### src/dmx_pkg.sv
// Constants and carrier types for the dual multiplier mixer datapath.
// How it works
// - Select code 0000 is one clock, 1111 sixteen.
// - Four registered four-bit delay selects, one per port.
// - Operand taken from pipeline stage chosen each clock.
// - Accept 16-bit cascade input, bit zero least.
// - Sum output shows chosen accumulator word.
// - Enabled port captures value and shifts pipeline.
// - Disabled port holds pipeline, drops input value.
// - Negate high subtracts its product instead.
// - First negate on AxB, second on CxD.
// - Control pipelining fixed, independent of delays.
// - Round high rounds the product sum to 16 bits.
// - Round only in first accumulation cycle.
// - Accumulate low restarts, high adds, disables rounding.
// - Cascade added only while cascade enable low.
// - Swap low toggles words, accepts no new results.
// - Output enable low drives sum, high floats it.
package dmx_pkg;
  localparam int DATA_W = 12;
  localparam int NPORT = 4;
  localparam int DEPTH = 16;
  localparam int SEL_W = 4;
  localparam int CAS_W = 16;
  localparam int PROD_W = 24;
  localparam int ACC_W = 24;
  localparam int OUT_W = 16;
  localparam int FIFO_DEPTH = 8;
  localparam int CAS_LSB = 8;
  localparam int MSW_LSB = 8;
  localparam int LSW_LSB = 0;
  localparam int FILL_STAGES = 5;
  localparam logic [ACC_W-1:0] ROUND_ADD = 24'h000080;
  localparam logic [ACC_W-1:0] ACC_RESET = 24'h000000;
  localparam logic [OUT_W-1:0] SUM_RESET = 16'h0000;
  localparam logic [DATA_W-1:0] DATA_RESET = 12'h000;

  typedef logic [NPORT-1:0][DATA_W-1:0] dmx_ports_t;
  typedef logic [NPORT-1:0][SEL_W-1:0] dmx_sels_t;

  typedef struct packed {
    logic negate_first_product;
    logic negate_second_product;
    logic round_control;
    logic accumulate_control;
    logic cascade_enable_n;
  } dmx_ctrl_t;

  localparam dmx_ctrl_t CTRL_RESET = '{1'b0, 1'b0, 1'b0, 1'b0, 1'b1};
endpackage

### src/dmx_mixer.sv
// Dual multiplier mixer datapath with its result FIFO.
module dmx_fifo #(
  parameter int WIDTH = 24,
  parameter int DEPTH = 8
) (
  input wire logic clk_in,
  input wire logic rst_n_in,
  input wire logic in_valid_in,
  output logic in_ready_out,
  input wire logic [WIDTH-1:0] in_data_in,
  output logic out_valid_out,
  input wire logic out_ready_in,
  output logic [WIDTH-1:0] out_data_out
);
  import dmx_pkg::*;
  localparam int AW = $clog2(DEPTH);
  logic [WIDTH-1:0] mem [DEPTH];
  logic [AW-1:0] wr_ptr_reg;
  logic [AW-1:0] rd_ptr_reg;
  logic [AW:0] count_reg;
  logic push;
  logic pop;

  assign in_ready_out = (count_reg != (AW+1)'(DEPTH));
  assign out_valid_out = (count_reg != '0);
  assign push = in_valid_in && in_ready_out;
  assign pop = out_valid_out && out_ready_in;
  assign out_data_out = mem[rd_ptr_reg];

  always_ff @(posedge clk_in) begin
    if (push) begin
      mem[wr_ptr_reg] <= in_data_in;
    end
  end

  always_ff @(posedge clk_in or negedge rst_n_in) begin
    if (!rst_n_in) begin
      wr_ptr_reg <= '0;
      rd_ptr_reg <= '0;
      count_reg <= '0;
    end else begin
      if (push) begin
        wr_ptr_reg <= (wr_ptr_reg == AW'(DEPTH-1)) ? '0 : wr_ptr_reg + 1'b1;
      end
      if (pop) begin
        rd_ptr_reg <= (rd_ptr_reg == AW'(DEPTH-1)) ? '0 : rd_ptr_reg + 1'b1;
      end
      count_reg <= count_reg + (AW+1)'(push) - (AW+1)'(pop);
    end
  end
endmodule

module dmx_mixer (
  input wire logic clk_in,
  input wire logic rst_n_in,
  input wire dmx_pkg::dmx_ports_t port_data_in,
  input wire dmx_pkg::dmx_sels_t port_delay_selects_in,
  input wire logic [dmx_pkg::NPORT-1:0] port_input_enables_n_in,
  input wire dmx_pkg::dmx_ctrl_t ctrl_in,
  input wire logic [dmx_pkg::CAS_W-1:0] cascade_data_in,
  input wire logic word_swap_in,
  input wire logic output_enable_n_in,
  output logic core_ready_out,
  output logic [dmx_pkg::OUT_W-1:0] sum_out,
  output logic sum_oe_out,
  output logic sum_valid_out
);
  import dmx_pkg::*;

  // Input capture registers; every input pin except output_enable_n_in is registered.
  dmx_ports_t data_reg;
  dmx_sels_t sel_reg;
  logic [NPORT-1:0] en_n_reg;
  dmx_ctrl_t ctrl_reg;
  logic [CAS_W-1:0] cas_reg;
  logic swap_reg;

  logic [DATA_W-1:0] pipe_reg [NPORT][DEPTH];
  logic [DATA_W-1:0] operand_reg [NPORT];
  dmx_ctrl_t ctrl_op_reg;
  dmx_ctrl_t ctrl_mul_reg;
  logic [CAS_W-1:0] cas_mul_reg;
  dmx_ctrl_t ctrl_prod_reg;
  dmx_ctrl_t ctrl_sum_reg;
  logic [CAS_W-1:0] cas_op_reg;
  logic [CAS_W-1:0] cas_prod_reg;
  logic [CAS_W-1:0] cas_sum_reg;
  logic signed [PROD_W-1:0] prod_ab_reg;
  logic signed [PROD_W-1:0] prod_cd_reg;
  logic [ACC_W-1:0] sum_reg;
  logic [ACC_W-1:0] sum_next;
  logic [ACC_W-1:0] acc_reg;
  logic [ACC_W-1:0] acc_next;
  logic [ACC_W-1:0] cas_term;
  logic [FILL_STAGES-1:0] fill_reg;
  logic advance;

  logic fifo_out_valid;
  logic fifo_out_ready;
  logic [ACC_W-1:0] fifo_out_data;
  logic [ACC_W-1:0] word_reg;
  logic show_lsw_reg;
  logic [OUT_W-1:0] sum_reg_out;
  logic sum_valid_reg;

  // The core up to the result FIFO stalls while the FIFO is full; swap_reg and the output stage keep running.
  assign core_ready_out = advance;

  // A stalled core ignores its inputs, so every capture register except swap_reg waits for advance.
  always_ff @(posedge clk_in or negedge rst_n_in) begin
    if (!rst_n_in) begin
      data_reg <= '0;
    end else if (advance) begin
      data_reg <= port_data_in;
    end
  end

  always_ff @(posedge clk_in or negedge rst_n_in) begin
    if (!rst_n_in) begin
      sel_reg <= '0;
    end else if (advance) begin
      sel_reg <= port_delay_selects_in;
    end
  end

  always_ff @(posedge clk_in or negedge rst_n_in) begin
    if (!rst_n_in) begin
      en_n_reg <= '1;
    end else if (advance) begin
      en_n_reg <= port_input_enables_n_in;
    end
  end

  always_ff @(posedge clk_in or negedge rst_n_in) begin
    if (!rst_n_in) begin
      ctrl_reg <= CTRL_RESET;
    end else if (advance) begin
      ctrl_reg <= ctrl_in;
    end
  end

  always_ff @(posedge clk_in or negedge rst_n_in) begin
    if (!rst_n_in) begin
      cas_reg <= '0;
    end else if (advance) begin
      cas_reg <= cascade_data_in;
    end
  end

  always_ff @(posedge clk_in or negedge rst_n_in) begin
    if (!rst_n_in) begin
      swap_reg <= 1'b1;
    end else begin
      swap_reg <= word_swap_in;
    end
  end

  // Per-port delay pipelines and stage selection.
  for (genvar p = 0; p < NPORT; p++) begin : g_port
    always_ff @(posedge clk_in or negedge rst_n_in) begin
      if (!rst_n_in) begin
        for (int s = 0; s < DEPTH; s++) begin
          pipe_reg[p][s] <= DATA_RESET;
        end
      end else if (advance && !en_n_reg[p]) begin
        pipe_reg[p][0] <= data_reg[p];
        for (int s = 1; s < DEPTH; s++) begin
          pipe_reg[p][s] <= pipe_reg[p][s-1];
        end
      end
      // With the enable high the stages hold and the port value is dropped.
    end

    always_ff @(posedge clk_in or negedge rst_n_in) begin
      if (!rst_n_in) begin
        operand_reg[p] <= DATA_RESET;
      end else if (advance) begin
        // Code 0 picks the newest stage (one clock), code 15 the oldest.
        operand_reg[p] <= pipe_reg[p][sel_reg[p]];
      end
    end
  end

  // Controls travel a fixed pipe, whatever the delay codes.
  // Pipe, operand and product stages are matched one for one, so code-0 data
  // meets the controls that were captured with it.
  always_ff @(posedge clk_in or negedge rst_n_in) begin
    if (!rst_n_in) begin
      ctrl_op_reg <= CTRL_RESET;
      ctrl_mul_reg <= CTRL_RESET;
      ctrl_prod_reg <= CTRL_RESET;
      ctrl_sum_reg <= CTRL_RESET;
    end else if (advance) begin
      ctrl_op_reg <= ctrl_reg;
      ctrl_mul_reg <= ctrl_op_reg;
      ctrl_prod_reg <= ctrl_mul_reg;
      ctrl_sum_reg <= ctrl_prod_reg;
    end
  end

  // The cascade word follows the same fixed pipe as the controls.
  always_ff @(posedge clk_in or negedge rst_n_in) begin
    if (!rst_n_in) begin
      cas_op_reg <= '0;
      cas_mul_reg <= '0;
      cas_prod_reg <= '0;
      cas_sum_reg <= '0;
    end else if (advance) begin
      cas_op_reg <= cas_reg;
      cas_mul_reg <= cas_op_reg;
      cas_prod_reg <= cas_mul_reg;
      cas_sum_reg <= cas_prod_reg;
    end
  end

  always_ff @(posedge clk_in or negedge rst_n_in) begin
    if (!rst_n_in) begin
      prod_ab_reg <= '0;
    end else if (advance) begin
      prod_ab_reg <= $signed(operand_reg[0]) * $signed(operand_reg[1]);
    end
  end

  always_ff @(posedge clk_in or negedge rst_n_in) begin
    if (!rst_n_in) begin
      prod_cd_reg <= '0;
    end else if (advance) begin
      prod_cd_reg <= $signed(operand_reg[2]) * $signed(operand_reg[3]);
    end
  end

  always_comb begin
    sum_next = ACC_W'(ctrl_prod_reg.negate_first_product ? -prod_ab_reg : prod_ab_reg);
    if (ctrl_prod_reg.negate_second_product) begin
      sum_next = sum_next - ACC_W'(prod_cd_reg);
    end else begin
      sum_next = sum_next + ACC_W'(prod_cd_reg);
    end
    // Rounding is only applied when a new accumulation starts.
    if (ctrl_prod_reg.round_control && !ctrl_prod_reg.accumulate_control) begin
      sum_next = sum_next + ROUND_ADD;
    end
  end

  always_ff @(posedge clk_in or negedge rst_n_in) begin
    if (!rst_n_in) begin
      sum_reg <= ACC_RESET;
    end else if (advance) begin
      sum_reg <= sum_next;
    end
  end

  always_comb begin
    cas_term = ctrl_sum_reg.cascade_enable_n ? ACC_RESET : {cas_sum_reg, 8'h00};
    if (ctrl_sum_reg.accumulate_control) begin
      acc_next = acc_reg + sum_reg + cas_term;
    end else begin
      acc_next = sum_reg + cas_term;
    end
  end

  always_ff @(posedge clk_in or negedge rst_n_in) begin
    if (!rst_n_in) begin
      acc_reg <= ACC_RESET;
    end else if (advance) begin
      acc_reg <= acc_next;
    end
  end

  // Marks one clock before the accumulator first holds a result of captured inputs.
  always_ff @(posedge clk_in or negedge rst_n_in) begin
    if (!rst_n_in) begin
      fill_reg <= '0;
    end else if (advance) begin
      fill_reg <= {fill_reg[FILL_STAGES-2:0], 1'b1};
    end
  end

  dmx_fifo #(
    .WIDTH(ACC_W),
    .DEPTH(FIFO_DEPTH)
  ) u_fifo (
    .clk_in(clk_in),
    .rst_n_in(rst_n_in),
    .in_valid_in(fill_reg[FILL_STAGES-1]),
    .in_ready_out(advance),
    .in_data_in(acc_reg),
    .out_valid_out(fifo_out_valid),
    .out_ready_in(fifo_out_ready),
    .out_data_out(fifo_out_data)
  );

  // New results enter the output pair only while the swap control is high.
  assign fifo_out_ready = swap_reg;

  always_ff @(posedge clk_in or negedge rst_n_in) begin
    if (!rst_n_in) begin
      word_reg <= ACC_RESET;
    end else if (swap_reg && fifo_out_valid) begin
      word_reg <= fifo_out_data;
    end
  end

  // The first toggle clock after swap goes low shows the low word.
  always_ff @(posedge clk_in or negedge rst_n_in) begin
    if (!rst_n_in) begin
      show_lsw_reg <= 1'b0;
    end else begin
      show_lsw_reg <= swap_reg ? 1'b0 : !show_lsw_reg;
    end
  end

  always_ff @(posedge clk_in or negedge rst_n_in) begin
    if (!rst_n_in) begin
      sum_reg_out <= SUM_RESET;
    end else if (!swap_reg) begin
      sum_reg_out <= show_lsw_reg ? word_reg[MSW_LSB +: OUT_W]
                                  : word_reg[LSW_LSB +: OUT_W];
    end else if (fifo_out_valid) begin
      sum_reg_out <= fifo_out_data[MSW_LSB +: OUT_W];
    end else begin
      sum_reg_out <= word_reg[MSW_LSB +: OUT_W];
    end
  end

  // Valid rises with the first loaded result and then stays high.
  always_ff @(posedge clk_in or negedge rst_n_in) begin
    if (!rst_n_in) begin
      sum_valid_reg <= 1'b0;
    end else if (swap_reg && fifo_out_valid) begin
      sum_valid_reg <= 1'b1;
    end
  end

  assign sum_out = sum_reg_out;
  assign sum_valid_out = sum_valid_reg;
  assign sum_oe_out = !output_enable_n_in;
endmodule

### config.mk
export PLATFORM = sky130hd
export DESIGN_NAME = dmx_mixer
export DESIGN_NICKNAME = d
export VERILOG_FILES = /design/src/dmx_pkg.sv /design/src/dmx_mixer.sv
export SDC_FILE = /design/constraint.sdc
export NUM_CORES = 2
export LEC_CHECK = 0
export BUFFER_PORTS_ARGS = -buffer_cell sky130_fd_sc_hd__buf_2
export CELL_PAD_IN_SITES_DETAIL_PLACEMENT = 0
export CELL_PAD_IN_SITES_GLOBAL_PLACEMENT = 1
export CORE_ASPECT_RATIO = 1.4
export CORE_UTILIZATION = 53
export DETAILED_ROUTE_END_ITERATION = 10
export PLACE_DENSITY_LB_ADDON = 0.25
export SLEW_MARGIN = 20
export SYNTH_ARGS = -nofsm -noshare
export SYNTH_HDL_FRONTEND = slang
export SYNTH_SLANG_ARGS = --single-unit
### constraint.sdc
create_clock -name clk_in -period 6 [get_ports clk_in]
set_clock_uncertainty 0.15 [all_clocks]
set_input_delay 0.6 -clock clk_in [delete_from_list [all_inputs] [get_ports clk_in]]
set_output_delay 0.6 -clock clk_in [all_outputs]
set_load 0.01 [all_outputs]
==> impl_metrics.py <==
metrics = {
    "routing": {
        "drt_wl_total_mm": 138.5,
        "dr_total_vias": 41453,
        "top_layer": "met5",
        "met1_length_mm": 58.49,
        "vias_per_cell": 5.497,
        "drc": 0,
        "drtIter0Drc": 2272,
        "route.met2.wl_mm": 72.65,
        "drtAntennaViolNets": 0,
        "first_pass_iters": 5,
        "wl_per_cell_microns": 18.37,
        "routed-wl-met3_mm": 3.475,
    },
    "timing": {
        "rsz0062_at_grt": "false",
        "min_period_over_period_pct": 93.53,
        "drv_slew": 0,
        "worst_slew_pin_slew_ps": 1048,
        "setup_tns_ps": 0,
        "fin_crit_ps": 5612,
        "hold_viol_final": 0,
        "max_slew_margin_pct": 30.16,
        "setup_viol": 0,
        "max_freq_mhz": 178.2,
        "fin_ws_ps": 387.9,
    },
    "placement": {
        "gp_congestion": 0.8764,
        "hpwl_mm": 92.27,
        "pre_cts_slack_ps": 137.6,
        "place_area_sq_mm": 0.07288,
        "port_buffers": 111,
    },
    "floorplan": {
        "die_y_microns": 433.6,
        "core_sq_mm": 0.1323,
        "dieArea_sq_mm": 0.1345,
        "rows": 158,
        "start_util_pct": 53.32,
        "fp.dieW_microns": 310.3,
        "io_pins": 112,
    },
    "global_routing": {
        "antenna_found_initial": 1,
        "overflow": 0,
        "grt_pass1_vias": 43919,
        "grt_usage_pct": 21.70,
        "grt_pass1_wl_mm": 231.5,
        "grt_max_degree": 193,
    },
    "yosys": {
        "yosysUniqueCellTypes": 69,
        "ys_seq_area_share_pct": 48.65,
        "syn_nets": 6148,
        "ys_warn_count": 0,
        "syn_inst": 5577,
        "synth_top_cell_area_share_pct": 40.10,
        "synth_seq_cells": 1332,
        "ys.flop_type": "dfrtp_1",
        "netlist_area_sq_mm": 0.07051,
        "postSynth.asyncResetShare_pct": 85.59,
        "avgSynthCellArea_sq_um": 12.64,
        "yosysTopAreaCell": "dfrtp_1",
        "synthTopCellsByArea": "dfrtp_1 40%, mux2_2 12%, mux4_2 9.2%, fa_1 8.4%, edfxtp_1 8.2%",
        "synth_edf_count": 192,
    },
    "clock_network": {
        "cts_setup_buffers": 0,
        "htreeDepth": 4,
        "clk-insertion-delay-late_ps": 790,
        "cts_sinks": 1332,
        "cts_buffers": 133,
        "ctsLongestPathBuffers": 3,
        "cts_tree": "done",
        "clockRootBuffer": "clkbuf_16",
        "clk_pin_slew_ps": 60,
    },
    "setup_path": {
        "critPathArrivalTime_ps": 6080,
        "cp_max_fo": 13,
        "rrSetupSlack_ps": 390,
        "r2r_start": "operand_reg[2]$_DFFE_PN0N_",
        "start_kind": "flop",
        "critical_path_class": "flop to flop",
        "crit_required_ps": 6460,
        "crit_path_start": "operand_reg[2]$_DFFE_PN0N_",
        "critPathCaptureType": "flop",
    },
    "finish": {
        "drive_above_1_share_pct": 26.40,
        "syn_to_final_growth_pct": 11.29,
        "fin_area_sq_mm": 0.07847,
        "multiInputGateArea_sq_mm": 0.03371,
        "diodes": 0,
        "regArea_sq_mm": 0.03435,
        "fillers": 10514,
        "largest_reg_flops": 768,
        "fin_nets": 6250,
    },
    "run_status": {
        "status": "complete, no violations",
    },
    "job": {
        "cap_viol_max_count": 0,
    },
    "worst_hold_path": {
        "worstHoldPathType": "input pin to async pin",
    },
}
-- logic make-up (layout without fill, tap and decap cells) --
group | count (synthesis) | in the layout | share of synthesized area, %
AO/OA/AOI/OAI | 423 | 423 | 3.634
XOR/XNOR | 155 | 155 | 1.936
adder cells (fa/ha/maj) | 478 | 478 | 11.62
buffers and inverters | 684 | 888 | 3.645
flip-flops | 1332 | 1332 | 48.65
multiplexers | 1097 | 1097 | 22.06
AND/OR/NAND/NOR | 1408 | 1408 | 8.455
-- Yosys cell counts, types with 11 or more instances --
| master | n |
|---|---|
| xnor2_1 | 110 |
| xor2_1 | 44 |
| a21o_1 | 25 |
| nor2b_1 | 49 |
| o31ai_1 | 18 |
| and3_1 | 14 |
| mux4_2 | 288 |
| mux2i_1 | 34 |
| nand2_1 | 975 |
| a31oi_1 | 16 |
| nand2b_1 | 24 |
| clkbuf_1 | 266 |
| ha_1 | 183 |
| nor3_1 | 32 |
| and2_1 | 86 |
| a211oi_1 | 26 |
| mux2_2 | 775 |
| o21bai_1 | 13 |
| buf_1 | 37 |
| nor2_1 | 158 |
| nand3_1 | 21 |
| o21a_1 | 11 |
| inv_1 | 379 |
| edfxtp_1 | 192 |
| o21ai_0 | 106 |
| dfrtp_1 | 1130 |
| a21oi_1 | 162 |
| fa_1 | 295 |
-- stage by stage --
stage,instances,util (%),hold WS (ps)
6_report,7541,59.33,304.1
3_5_place_dp,7210,55.10,295.2
2_1_floorplan,5577,-,154.4
3_3_place_gp,7210,55.10,291.9
5_1_grt,7541,59.33,303.8
4_1_cts,7538,59.25,262.3
-- critical path: stages (launching register included) --
cell,delay [ps]
dfrtp_1,590
nand2_1,130
fa_1,500
inv_1,40
ha_1,290
fa_1,510
inv_1,50
fa_1,480
fa_1,490
inv_1,40
ha_1,300
a21oi_1,210
o21ai_0,110
a21oi_1,250
o21ai_0,230
a41oi_1,360
a211oi_1,150
o31ai_1,310
xor2_1,180
a21oi_1,80
-- per-layer routing --
layer | global-route usage, % | up-vias
met2 | 37.98 | 508
met3 | 2.716 | 225
met1 | 27.74 | 21399
met5 | 0 | -
met4 | 7.421 | 2
li1 | - | 19319
-- cells in the final DEF (no fill, tap or decap), drive strengths merged, types with 28 or more instances in the layout --
| master | netlist | final |
|---|---|---|
| dfrtp | 1130 | 1130 |
| nand2 | 975 | 975 |
| mux2 | 775 | 775 |
| inv | 379 | 387 |
| fa | 295 | 295 |
| mux4 | 288 | 288 |
| edfxtp | 192 | 192 |
| ha | 183 | 183 |
| buf | 39 | 181 |
| clkbuf | 266 | 176 |
| a21oi | 163 | 163 |
| nor2 | 158 | 158 |
| xnor2 | 111 | 111 |
| o21ai | 108 | 108 |
| dlygate4sd3 | 0 | 91 |
| and2 | 86 | 86 |
| nor2b | 49 | 49 |
| xor2 | 44 | 44 |
| mux2i | 34 | 34 |
| nor3 | 32 | 32 |
| clkinv | 0 | 28 |
-- repair_timing --
action / CTS / global route
hold endpoints to repair: 153 / 0
hold buffers: 91 / 0
setup endpoints to repair: 0 / 6
gates resized for setup: 0 / 18
-- final timing paths --
check                                                   end  depth (start not counted)
worst min-delay path            cas_prod_reg[1]$_DFFE_PN0N_                          2
worst max-delay path            prod_cd_reg[22]$_DFFE_PN0N_                         19
worst max register to register  prod_cd_reg[22]$_DFFE_PN0N_                         19
min in group clk_in             cas_sum_reg[10]$_DFFE_PN0N_                          2
worst min register to register  cas_sum_reg[10]$_DFFE_PN0N_                          2
max in group asynchronous       operand_reg[39]$_DFFE_PN0N_                          3
-- cell type report --
type / instances / area share, %
Sequential cell: 1332 / 43.78
Multi-Input combinational cell: 3561 / 42.96
Clock buffer: 176 / 4.680
Tap cell: 1760 / 2.806
Timing Repair Buffer: 272 / 2.803
Inverter: 379 / 1.822
Clock inverter: 61 / 1.154
Power is left out: the tool's default activity adds up to more than one toggle a clock period on the data nets, which glitch-free logic cannot reach.
